File: config.mk
export PLATFORM = sky130hd
export DESIGN_NAME = irq_flag_bank
export DESIGN_NICKNAME = d
export VERILOG_FILES = /design/src/irq_bank_pkg.sv /design/src/irq_flag_bank.sv
export SDC_FILE = /design/constraint.sdc
export NUM_CORES = 1
export LEC_CHECK = 0
export BUFFER_PORTS_ARGS = -buffer_cell sky130_fd_sc_hd__buf_4
export CORE_ASPECT_RATIO = 0.75
export CORE_MARGIN = 2
export CORE_UTILIZATION = 54
export DETAILED_ROUTE_END_ITERATION = 6
export PLACE_DENSITY = 0.78
export SLEW_MARGIN = 40
export SYNTH_ARGS = -nofsm -noshare
export SYNTH_HDL_FRONTEND = slang
export SYNTH_SLANG_ARGS = --single-unit
File: constraint.sdc
create_clock -name aclk -period 2.6 [get_ports aclk]
set_clock_uncertainty 0.05 [all_clocks]
set_input_delay 0.26 -clock aclk [delete_from_list [all_inputs] [get_ports aclk]]
set_output_delay 0.26 -clock aclk [all_outputs]
set_load 0.005 [all_outputs]
File: src/irq_bank_pkg.sv
// Behaviour
// - each pin edge code: 00 off, 01 rising, 10 falling, 11 both edges
// - edge selectors: pin0 bits 1..0, pin1 3..2, pin2 5..4, pin3 7..6
// - first control register: converter-done flag bit 6, enable bit 3
// - first control register: pin0/pin1 flags bits 4/5, enables bits 1/2
// - second control register: pin2 flag bit 7, enable bit 3
// - second control register: group 0..2 flags bits 4..6, enables bits 0..2
// - third control register: serial interface flag bit 7, enable bit 3
// - third control register: time base 0/1 flags bits 5/6, enables bits 1/2
// - third control register: pin3 flag bit 4, enable bit 0
// - group register 0: timer compare flags 7..4, enables 3..0, t1A t1P t0A t0P
// - requests come from four pins and the internal peripheral sources
// - each source owns one enable bit and one request flag
// - a flag sets on its event whatever its enable says
// - global enable low suppresses core_irq_req; the masked status irq is not gated by it
// - group register 1: standard timer A/P flags bits 5/4, enables 1/0
// - group register 2: eeprom/low-voltage flags bits 5/4, enables 1/0
package irq_bank_pkg;

    // ------------------------------------------------------------
    // register map
    // ------------------------------------------------------------
    localparam logic [7:0] OFS_EDGE = 8'h00;
    localparam logic [7:0] OFS_PC0 = 8'h04;
    localparam logic [7:0] OFS_PC1 = 8'h08;
    localparam logic [7:0] OFS_PC2 = 8'h0c;
    localparam logic [7:0] OFS_G0 = 8'h10;
    localparam logic [7:0] OFS_G1 = 8'h14;
    localparam logic [7:0] OFS_G2 = 8'h18;
    localparam logic [7:0] OFS_STS = 8'h1c;
    localparam logic [7:0] OFS_MSK = 8'h20;

    localparam logic [3:0] R_EDGE = 4'h0;
    localparam logic [3:0] R_PC0 = 4'h1;
    localparam logic [3:0] R_PC1 = 4'h2;
    localparam logic [3:0] R_PC2 = 4'h3;
    localparam logic [3:0] R_G0 = 4'h4;
    localparam logic [3:0] R_G1 = 4'h5;
    localparam logic [3:0] R_G2 = 4'h6;
    localparam logic [3:0] R_STS = 4'h7;
    localparam logic [3:0] R_MSK = 4'h8;
    localparam logic [3:0] R_NONE = 4'hf;

    // implemented bits and reset value
    localparam logic [7:0] MASK_FULL = 8'hff;
    localparam logic [7:0] MASK_PC0 = 8'h7f;
    localparam logic [7:0] MASK_G12 = 8'h33;
    localparam logic [7:0] RST_BYTE = 8'h00;

    // ------------------------------------------------------------
    // field positions
    // ------------------------------------------------------------
    localparam int PC0_GIE = 0;
    localparam int PC0_EXT0_E = 1;
    localparam int PC0_EXT1_E = 2;
    localparam int PC0_CONV_E = 3;
    localparam int PC0_EXT0_F = 4;
    localparam int PC0_EXT1_F = 5;
    localparam int PC0_CONV_F = 6;
    localparam int PC1_GRP_E0 = 0;
    localparam int PC1_EXT2_E = 3;
    localparam int PC1_GRP_F0 = 4;
    localparam int PC1_EXT2_F = 7;
    localparam int PC2_EXT3_E = 0;
    localparam int PC2_TB_E0 = 1;
    localparam int PC2_SER_E = 3;
    localparam int PC2_EXT3_F = 4;
    localparam int PC2_TB_F0 = 5;
    localparam int PC2_SER_F = 7;
    localparam int G0_P_F0 = 4;
    localparam int G0_A_F0 = 5;
    localparam int GX_P_F = 4;
    localparam int GX_A_F = 5;
    localparam int G2_LV_F = 4;
    localparam int G2_EE_F = 5;
    localparam int FLAG_LSB = 4;
    localparam int EDGE_W = 2;

    localparam logic [1:0] EDGE_OFF = 2'h0;
    localparam logic [1:0] EDGE_RISE = 2'h1;
    localparam logic [1:0] EDGE_FALL = 2'h2;
    localparam logic [1:0] EDGE_BOTH = 2'h3;

    // interrupt status bits
    localparam int STS_EXT = 0;
    localparam int STS_CONV = 1;
    localparam int STS_TIMED = 2;
    localparam int STS_GRP = 3;
    localparam int STS_W = 4;

    localparam logic [1:0] RESP_OKAY = 2'h0;
    localparam logic [1:0] RESP_SLVERR = 2'h2;

    // ------------------------------------------------------------
    // carriers
    // ------------------------------------------------------------
    typedef struct packed {
        logic conv_done;
        logic [1:0] timebase;
        logic serial_if;
        logic [1:0] timer_cmp_a;
        logic [1:0] timer_cmp_p;
        logic std_timer_cmp_a;
        logic std_timer_cmp_p;
        logic eeprom;
        logic low_voltage;
    } periph_evt_t;

    typedef struct packed {
        logic aw_held;
        logic [7:0] aw_addr;
        logic w_held;
        logic [7:0] w_data;
        logic w_strb0;
        logic awready;
        logic wready;
        logic bvalid;
        logic [1:0] bresp;
        logic arready;
        logic rvalid;
        logic [1:0] rresp;
        logic [31:0] rdata;
        logic [7:0] edge_sel;
        logic [7:0] pc0;
        logic [7:0] pc1;
        logic [7:0] pc2;
        logic [7:0] g0;
        logic [7:0] g1;
        logic [7:0] g2;
        logic [3:0] pin_s1;
        logic [3:0] pin_s2;
        logic [3:0] pin_s3;
        logic [3:0] pin_lvl;
        logic [STS_W-1:0] sts;
        logic [STS_W-1:0] msk;
        logic irq;
        logic core_req;
    } bank_state_t;

endpackage

File: src/irq_flag_bank.sv
// Decided for this implementation: the register addresses and the AXI4-Lite interface to the registers.
module irq_flag_bank
    import irq_bank_pkg::*;
#(
    parameter int PIN_N = 4
) (
    input wire logic aclk, // core clock
    input wire logic aresetn, // sync reset, low active
    input wire logic [7:0] awaddr, // write address
    input wire logic awvalid, // write address valid
    output logic awready, // write address ready
    input wire logic [31:0] wdata, // write data
    input wire logic [3:0] wstrb, // write byte enables
    input wire logic wvalid, // write data valid
    output logic wready, // write data ready
    output logic [1:0] bresp, // write response
    output logic bvalid, // write response valid
    input wire logic bready, // write response ready
    input wire logic [7:0] araddr, // read address
    input wire logic arvalid, // read address valid
    output logic arready, // read address ready
    output logic [31:0] rdata, // read data
    output logic [1:0] rresp, // read response
    output logic rvalid, // read data valid
    input wire logic rready, // read data ready
    input wire logic [3:0] ext_irq_pins, // external pins, async
    input wire periph_evt_t evt, // peripheral event pulses
    output logic core_irq_req, // vectored request to core
    output logic irq // masked status interrupt
);

    if (PIN_N != 4) begin
        $error("irq_flag_bank serves exactly four external pins");
    end

    // ------------------------------------------------------------
    // helpers
    // ------------------------------------------------------------
    function automatic logic [3:0] reg_sel(input logic [7:0] a);
        if (a == OFS_EDGE) begin
            return R_EDGE;
        end else if (a == OFS_PC0) begin
            return R_PC0;
        end else if (a == OFS_PC1) begin
            return R_PC1;
        end else if (a == OFS_PC2) begin
            return R_PC2;
        end else if (a == OFS_G0) begin
            return R_G0;
        end else if (a == OFS_G1) begin
            return R_G1;
        end else if (a == OFS_G2) begin
            return R_G2;
        end else if (a == OFS_STS) begin
            return R_STS;
        end else if (a == OFS_MSK) begin
            return R_MSK;
        end else begin
            return R_NONE;
        end
    endfunction

    function automatic logic edge_hit(input logic [1:0] sel, input logic old_l,
                                      input logic new_l);
        logic rise;
        logic fall;
        rise = ~old_l & new_l;
        fall = old_l & ~new_l;
        // 00 never matches
        return ((sel == EDGE_RISE || sel == EDGE_BOTH) && rise) ||
               ((sel == EDGE_FALL || sel == EDGE_BOTH) && fall);
    endfunction

    function automatic logic pending(input bank_state_t t);
        logic [2:0] p0;
        p0 = t.pc0[PC0_CONV_F:PC0_EXT0_F] & t.pc0[PC0_CONV_E:PC0_EXT0_E];
        // flag and enable pairs, enables gate only the request
        return (|p0) || (|(t.pc1[7:FLAG_LSB] & t.pc1[FLAG_LSB-1:0])) ||
               (|(t.pc2[7:FLAG_LSB] & t.pc2[FLAG_LSB-1:0]));
    endfunction

    bank_state_t s_r;
    bank_state_t s_nxt;
    logic [3:0] pin_hit;
    logic [3:0] pin_stable;
    logic wr_fire;
    logic [3:0] wr_idx;
    logic [3:0] rd_idx;
    logic [7:0] rd_val;
    logic [2:0] grp_rise;

    // ------------------------------------------------------------
    // next state
    // ------------------------------------------------------------
    always_comb begin
        s_nxt = s_r;
        pin_hit = 4'h0;
        pin_stable = 4'h0;
        wr_fire = 1'b0;
        wr_idx = reg_sel(s_r.aw_addr);
        rd_idx = reg_sel(araddr);
        rd_val = RST_BYTE;
        grp_rise = 3'h0;

        // pin synchroniser and qualified level
        s_nxt.pin_s1 = ext_irq_pins;
        s_nxt.pin_s2 = s_r.pin_s1;
        s_nxt.pin_s3 = s_r.pin_s2;
        for (int i = 0; i < 4; i++) begin
            pin_stable[i] = (s_r.pin_s2[i] == s_r.pin_s3[i]);
            if (pin_stable[i]) begin
                s_nxt.pin_lvl[i] = s_r.pin_s3[i];
                pin_hit[i] = edge_hit(s_r.edge_sel[EDGE_W*i +: EDGE_W],
                                      s_r.pin_lvl[i], s_r.pin_s3[i]);
            end
        end

        // write address / data capture
        if (awvalid && s_r.awready) begin
            s_nxt.aw_held = 1'b1;
            s_nxt.aw_addr = awaddr;
        end
        if (wvalid && s_r.wready) begin
            s_nxt.w_held = 1'b1;
            s_nxt.w_data = wdata[7:0];
            s_nxt.w_strb0 = wstrb[0];
        end
        if (bvalid && bready) begin
            s_nxt.bvalid = 1'b0;
        end

        // register write, then hardware sets on top
        if (s_r.aw_held && s_r.w_held && !s_r.bvalid) begin
            wr_fire = 1'b1;
            s_nxt.aw_held = 1'b0;
            s_nxt.w_held = 1'b0;
            s_nxt.bvalid = 1'b1;
            s_nxt.bresp = (wr_idx == R_NONE) ? RESP_SLVERR : RESP_OKAY;
            if (s_r.w_strb0) begin
                if (wr_idx == R_EDGE) begin
                    s_nxt.edge_sel = s_r.w_data & MASK_FULL;
                end else if (wr_idx == R_PC0) begin
                    s_nxt.pc0 = s_r.w_data & MASK_PC0;
                end else if (wr_idx == R_PC1) begin
                    s_nxt.pc1 = s_r.w_data & MASK_FULL;
                end else if (wr_idx == R_PC2) begin
                    s_nxt.pc2 = s_r.w_data & MASK_FULL;
                end else if (wr_idx == R_G0) begin
                    s_nxt.g0 = s_r.w_data & MASK_FULL;
                end else if (wr_idx == R_G1) begin
                    s_nxt.g1 = s_r.w_data & MASK_G12;
                end else if (wr_idx == R_G2) begin
                    s_nxt.g2 = s_r.w_data & MASK_G12;
                end else if (wr_idx == R_STS) begin
                    s_nxt.sts = s_r.sts & ~s_r.w_data[STS_W-1:0];
                end else if (wr_idx == R_MSK) begin
                    s_nxt.msk = s_r.w_data[STS_W-1:0];
                end
            end
        end

        // event flags, set regardless of enables, set beats clear
        s_nxt.pc0[PC0_EXT0_F] = s_nxt.pc0[PC0_EXT0_F] | pin_hit[0];
        s_nxt.pc0[PC0_EXT1_F] = s_nxt.pc0[PC0_EXT1_F] | pin_hit[1];
        s_nxt.pc1[PC1_EXT2_F] = s_nxt.pc1[PC1_EXT2_F] | pin_hit[2];
        s_nxt.pc2[PC2_EXT3_F] = s_nxt.pc2[PC2_EXT3_F] | pin_hit[3];
        s_nxt.pc0[PC0_CONV_F] = s_nxt.pc0[PC0_CONV_F] | evt.conv_done;
        s_nxt.pc2[PC2_SER_F] = s_nxt.pc2[PC2_SER_F] | evt.serial_if;
        for (int t = 0; t < 2; t++) begin
            s_nxt.pc2[PC2_TB_F0+t] = s_nxt.pc2[PC2_TB_F0+t] | evt.timebase[t];
            s_nxt.g0[G0_A_F0+2*t] = s_nxt.g0[G0_A_F0+2*t] | evt.timer_cmp_a[t];
            s_nxt.g0[G0_P_F0+2*t] = s_nxt.g0[G0_P_F0+2*t] | evt.timer_cmp_p[t];
        end
        s_nxt.g1[GX_A_F] = s_nxt.g1[GX_A_F] | evt.std_timer_cmp_a;
        s_nxt.g1[GX_P_F] = s_nxt.g1[GX_P_F] | evt.std_timer_cmp_p;
        s_nxt.g2[G2_EE_F] = s_nxt.g2[G2_EE_F] | evt.eeprom;
        s_nxt.g2[G2_LV_F] = s_nxt.g2[G2_LV_F] | evt.low_voltage;

        // group flag follows any member becoming set
        grp_rise[0] = |(s_nxt.g0[7:FLAG_LSB] & ~s_r.g0[7:FLAG_LSB]);
        grp_rise[1] = |(s_nxt.g1[7:FLAG_LSB] & ~s_r.g1[7:FLAG_LSB]);
        grp_rise[2] = |(s_nxt.g2[7:FLAG_LSB] & ~s_r.g2[7:FLAG_LSB]);
        s_nxt.pc1[PC1_GRP_F0 +: 3] = s_nxt.pc1[PC1_GRP_F0 +: 3] | grp_rise;

        // sticky status events
        s_nxt.sts[STS_EXT] = s_nxt.sts[STS_EXT] | (|pin_hit);
        s_nxt.sts[STS_CONV] = s_nxt.sts[STS_CONV] | evt.conv_done;
        s_nxt.sts[STS_TIMED] = s_nxt.sts[STS_TIMED] | (|evt.timebase) | evt.serial_if;
        s_nxt.sts[STS_GRP] = s_nxt.sts[STS_GRP] | (|grp_rise);
        s_nxt.irq = |(s_nxt.sts & s_nxt.msk);
        s_nxt.core_req = s_nxt.pc0[PC0_GIE] & pending(s_nxt);

        // read channel
        if (rvalid && rready) begin
            s_nxt.rvalid = 1'b0;
        end
        if (arvalid && s_r.arready) begin
            if (rd_idx == R_EDGE) begin
                rd_val = s_r.edge_sel;
            end else if (rd_idx == R_PC0) begin
                rd_val = s_r.pc0;
            end else if (rd_idx == R_PC1) begin
                rd_val = s_r.pc1;
            end else if (rd_idx == R_PC2) begin
                rd_val = s_r.pc2;
            end else if (rd_idx == R_G0) begin
                rd_val = s_r.g0;
            end else if (rd_idx == R_G1) begin
                rd_val = s_r.g1;
            end else if (rd_idx == R_G2) begin
                rd_val = s_r.g2;
            end else if (rd_idx == R_STS) begin
                rd_val = {{(8-STS_W){1'b0}}, s_r.sts};
            end else if (rd_idx == R_MSK) begin
                rd_val = {{(8-STS_W){1'b0}}, s_r.msk};
            end
            s_nxt.rvalid = 1'b1;
            s_nxt.rdata = {24'h000000, rd_val};
            s_nxt.rresp = (rd_idx == R_NONE) ? RESP_SLVERR : RESP_OKAY;
        end
        s_nxt.awready = ~s_nxt.aw_held;
        s_nxt.wready = ~s_nxt.w_held;
        s_nxt.arready = ~s_nxt.rvalid;
    end

    // ------------------------------------------------------------
    // state register
    // ------------------------------------------------------------
    always_ff @(posedge aclk) begin
        if (!aresetn) begin
            s_r <= '0;
        end else begin
            s_r <= s_nxt;
        end
    end

    assign awready = s_r.awready;
    assign wready = s_r.wready;
    assign bvalid = s_r.bvalid;
    assign bresp = s_r.bresp;
    assign arready = s_r.arready;
    assign rvalid = s_r.rvalid;
    assign rdata = s_r.rdata;
    assign rresp = s_r.rresp;
    assign irq = s_r.irq;
    assign core_irq_req = s_r.core_req;

    // ------------------------------------------------------------
    // checks
    // ------------------------------------------------------------
    property p_pin0_flag;
        @(posedge aclk) disable iff (!aresetn)
        pin_hit[0] |=> s_r.pc0[PC0_EXT0_F];
    endproperty
    a_pin0_flag: assert property (p_pin0_flag) else $error("pin0 edge lost");

    property p_edge_off;
        @(posedge aclk) disable iff (!aresetn)
        (s_r.edge_sel[EDGE_W*3 +: EDGE_W] == EDGE_OFF) |-> !pin_hit[3];
    endproperty
    a_edge_off: assert property (p_edge_off) else $error("disabled pin fired");

    property p_rise_only;
        @(posedge aclk) disable iff (!aresetn)
        (s_r.edge_sel[EDGE_W*1 +: EDGE_W] == EDGE_RISE) && pin_hit[1]
            |-> s_r.pin_s3[1] && !s_r.pin_lvl[1];
    endproperty
    a_rise_only: assert property (p_rise_only) else $error("rise code took fall");

    property p_conv_flag;
        @(posedge aclk) disable iff (!aresetn)
        evt.conv_done |=> s_r.pc0[PC0_CONV_F] && s_r.sts[STS_CONV];
    endproperty
    a_conv_flag: assert property (p_conv_flag) else $error("conversion flag lost");

    property p_global_off;
        @(posedge aclk) disable iff (!aresetn)
        !s_r.pc0[PC0_GIE] |-> !core_irq_req;
    endproperty
    a_global_off: assert property (p_global_off) else $error("request while disabled");

    property p_group0;
        @(posedge aclk) disable iff (!aresetn)
        (|evt.timer_cmp_a) && !(|s_r.g0[7:FLAG_LSB]) |=> s_r.pc1[PC1_GRP_F0];
    endproperty
    a_group0: assert property (p_group0) else $error("group 0 flag not set");

    property p_eeprom;
        @(posedge aclk) disable iff (!aresetn)
        evt.eeprom && !s_r.g2[G2_EE_F] |=> s_r.g2[G2_EE_F] ##0 s_r.pc1[PC1_GRP_F0+2];
    endproperty
    a_eeprom: assert property (p_eeprom) else $error("eeprom group path broken");

    property p_unimpl;
        @(posedge aclk) disable iff (!aresetn)
        !s_r.pc0[7] && (s_r.g1 & ~MASK_G12) == 8'h00 && (s_r.g2 & ~MASK_G12) == 8'h00;
    endproperty
    a_unimpl: assert property (p_unimpl) else $error("unimplemented bit set");

    property p_reset;
        @(posedge aclk)
        !aresetn |=> s_r.pc0 == 8'h00 && s_r.edge_sel == 8'h00 && !irq;
    endproperty
    a_reset: assert property (p_reset) else $error("reset left state");

    property p_write_resp;
        @(posedge aclk) disable iff (!aresetn)
        bvalid && bready |=> !bvalid;
    endproperty
    a_write_resp: assert property (p_write_resp) else $error("write response not retired");

    property p_bresp_hold;
        @(posedge aclk) disable iff (!aresetn)
        wr_fire |=> bvalid;
    endproperty
    a_bresp_hold: assert property (p_bresp_hold) else $error("write not answered");

    property p_read_done;
        @(posedge aclk) disable iff (!aresetn)
        rvalid && rready |=> !rvalid;
    endproperty
    a_read_done: assert property (p_read_done) else $error("read response not retired");

    property p_pin2_flag;
        @(posedge aclk) disable iff (!aresetn)
        pin_hit[2] |=> s_r.pc1[PC1_EXT2_F];
    endproperty
    a_pin2_flag: assert property (p_pin2_flag) else $error("pin2 edge lost");

    property p_pin3_flag;
        @(posedge aclk) disable iff (!aresetn)
        pin_hit[3] |=> s_r.pc2[PC2_EXT3_F];
    endproperty
    a_pin3_flag: assert property (p_pin3_flag) else $error("pin3 edge lost");

    property p_serial_flag;
        @(posedge aclk) disable iff (!aresetn)
        evt.serial_if |=> s_r.pc2[PC2_SER_F];
    endproperty
    a_serial_flag: assert property (p_serial_flag) else $error("serial flag lost");

    property p_timebase1;
        @(posedge aclk) disable iff (!aresetn)
        evt.timebase[1] |=> s_r.pc2[PC2_TB_F0+1];
    endproperty
    a_timebase1: assert property (p_timebase1) else $error("time base 1 flag lost");

    property p_timer1_a;
        @(posedge aclk) disable iff (!aresetn)
        evt.timer_cmp_a[1] |=> s_r.g0[G0_A_F0+2];
    endproperty
    a_timer1_a: assert property (p_timer1_a) else $error("timer1 compare a lost");

    property p_std_timer_p;
        @(posedge aclk) disable iff (!aresetn)
        evt.std_timer_cmp_p |=> s_r.g1[GX_P_F];
    endproperty
    a_std_timer_p: assert property (p_std_timer_p) else $error("std timer p lost");

    property p_low_voltage;
        @(posedge aclk) disable iff (!aresetn)
        evt.low_voltage |=> s_r.g2[G2_LV_F];
    endproperty
    a_low_voltage: assert property (p_low_voltage) else $error("low voltage lost");

    c_pin_irq: cover property (@(posedge aclk) disable iff (!aresetn)
        pin_hit[0] ##1 core_irq_req);
    c_group: cover property (@(posedge aclk) disable iff (!aresetn) |grp_rise);
    c_irq: cover property (@(posedge aclk) disable iff (!aresetn) $rose(irq));
    c_slverr: cover property (@(posedge aclk) disable iff (!aresetn)
        rvalid && rresp == RESP_SLVERR);

endmodule

==> impl_metrics.tcl <==
set metrics [dict create \
    nNetsFinal 747 \
    syn_avg_cell_area_um2 8.47 \
    place_inst 793 \
    path_clk_slew_ns 0.08 \
    core_um2 9620 \
    cts_setup_buffers 0 \
    p_int_mw 2.69 \
    layout-drive-gt1-share_pct 16.5 \
    yosysWarnings 0 \
    die_w_um 118 \
    drtIter0Drc 585 \
    insertion_delay_ns 0.35 \
    finalMaxSlewViolations 0 \
    place_area_um2 5750 \
    drc_errors 0 \
    pwr-share-clk_pct 40.1 \
    row_count 31 \
    grt_use_total_pct 26.9 \
    instances_no_fill 809 \
    power.net_switching_mw 0.901 \
    cp-end-kind "flop" \
    die_h_um 89.9 \
    grt_pass1_wl_mm 22.8 \
    grt_max_degree 40 \
    cts_tree "yes" \
    async_reset_ff_share_pct 0 \
    grt_overflow 0 \
    drt-wirelength-per-cell_um 17.6 \
    multi_input_area_um2 2690 \
    cts_buffers 9 \
    ys_seq_elements 111 \
    yosys_most_used_dff "dfxtp_1" \
    dp_hpwl_mm 10.4 \
    maxSlewHeadroom_pct 53.7 \
    areaGrowthSynthToFinish_pct 14.2 \
    start_kind "flop" \
    clock_path_buffers 2 \
    outcome "complete, no violations" \
    via_per_inst 5.81 \
    first_pass_iters 5 \
    hold_class "primary input to flop" \
    rsz0062_at_grt "no" \
    synth_edf_count 0 \
    start_util_pct 55.2 \
    grt_pass1_vias 4406 \
    hold_violations 0 \
    ios 118 \
    max_freq_mhz 420 \
    final_cell_mix "dfxtp_1, buf_4, nor2_1" \
    synth_top_cell_by_area "dfxtp_1" \
    gp_congestion 0.925 \
    antennaDiodeCount 0 \
    leakage_nw 2.58 \
    num_vias 4698 \
    synth_area_um2 5310 \
    fin_setup_tns_ns 0 \
    n_fill_cell 861 \
    finalWirelength_mm 14.3 \
    min_period_ns 2.38 \
    cts_sinks 111 \
    netlist_instances 627 \
    path_max_fanout 8 \
    fin_crit_sh_pct 91.5 \
    root_buffer "clkbuf_16" \
    cts_max_level 3 \
    critical_path_class "flop to flop" \
    synth.area.top_cells "dfxtp_1, mux2i_1, a21oi_1" \
    setup_viol 0 \
    final_common_cell "dfxtp_1" \
    synth_cell_types 64 \
    ff_latch_area_um2 2220 \
    yosys.area.top_type_share_pct 41.9 \
    die-area_um2 10600 \
    antenna_found_initial 0 \
    worst_pin_slew_ns 0.694 \
    crit_required_ns 2.77 \
    ys_seq_area_share_pct 41.9 \
    netSwitchingFraction_pct 25.1 \
    cp.arrival_ns 2.55 \
    seq_power_share_pct 50.6 \
    max_cap_violations 0 \
    irDropWorstVdd_uv 305 \
    ctsHoldBuffers 0 \
    power_per_cell_area_nw_per_um2 592 \
    final_design_area_no_fill_um2 6060 \
    io_buffer_count 64 \
    ctsResizeCount 0 \
    ant_nets 0 \
    power_frac_comb_pct 9.3 \
]
Yosys cell counts, drive strengths merged, types with 6 or more instances:
master	number
dfxtp	111
nor2	72
nand2	68
a21oi	64
buf	47
mux2i	38
o21ai	24
clkbuf	23
and2	18
inv	18
nand3	15
nand4	10
nor3	10
a211oi	8
a31oi	8
nor2b	8
nand2b	6
power by group through the flow:
stage | registers, mW | logic [mW] | clock network (mW)
after CTS | 1.81 | 0.329 | 1.46
after floorplan | 1.82 | 0.234 | 0
after detailed placement | 1.85 | 0.327 | 0
final | 1.82 | 0.332 | 1.44
after global placement | 1.85 | 0.319 | 0
after global routing | 1.82 | 0.366 | 1.52
per-layer routing:
layer  up-vias  share of wire [%]  track usage, %
met5         -                  0               0
met2       187                 44            41.9
met1      2226                 47            38.4
met3        20                7.2            5.58
met4         0                1.5            6.55
li1       2265                  -               -
cells by family (layout without fill, tap and decap cells):
kind of cell	after synthesis	count (layout)	share of synthesized area [%]
compound gates	152	152	18.6
mux	42	42	8.01
other cells	1	26	0.0706
flops	111	111	41.9
buf+inv	88	113	9.26
simple gates	233	233	22.2
layout make-up:
cell class / instances / share of cell area (%)
clock inverters: 6 / 1.20
multi-input cells: 453 / 44.4
well taps: 132 / 2.73
inverters: 18 / 1.11
repair buffers: 79 / 9.99
clock buffers: 10 / 3.94
flip-flops and latches: 111 / 36.7
worst paths after layout:
path	startpoint	slack (ns)	cells past startpoint	to
worst max-delay path	s_r[133]	0.22	7	irq
worst min register to register	s_nxt[19]	0.39	1	s_nxt[15]
worst min-delay path	ext_irq_pins[2]	0.06	2	s_nxt[20]
worst max register to register	s_r[133]	0.22	7	irq
flip-flops by register name, indices dropped and copies added, names as in the netlist:
signal	count
arready	1
awready	1
bresp	1
bvalid	1
core_irq_req	1
irq	1
rdata	8
rresp	1
rvalid	1
s_nxt	8
s_r	86
wready	1
per-stage QoR:
step | power (mW) | util [%] | worst slack (ns) | hold slack (ns)
finish | 3.59 | 63.0 | 0.221 | 0.0603
global route | 3.71 | 63.0 | 0.0453 | 0.0577
CTS | 3.61 | 63.0 | 0.286 | 0.0511
detailed placement | 2.18 | 59.8 | 0.301 | 0.371
global placement | 2.17 | 59.8 | 0.297 | 0.365
floorplan | 2.06 | - | 0.678 | 0.325
critical path, cell delays in order, from the launching register on:
cell and delay (ns):
dfxtp_1 0.34, nor4_4 0.49, buf_4 0.23, nand4_1 0.38, mux2i_1 0.34, o21bai_1 0.15
o221a_2 0.19, o22ai_1 0.08
(Power assumes the default switching activity.)
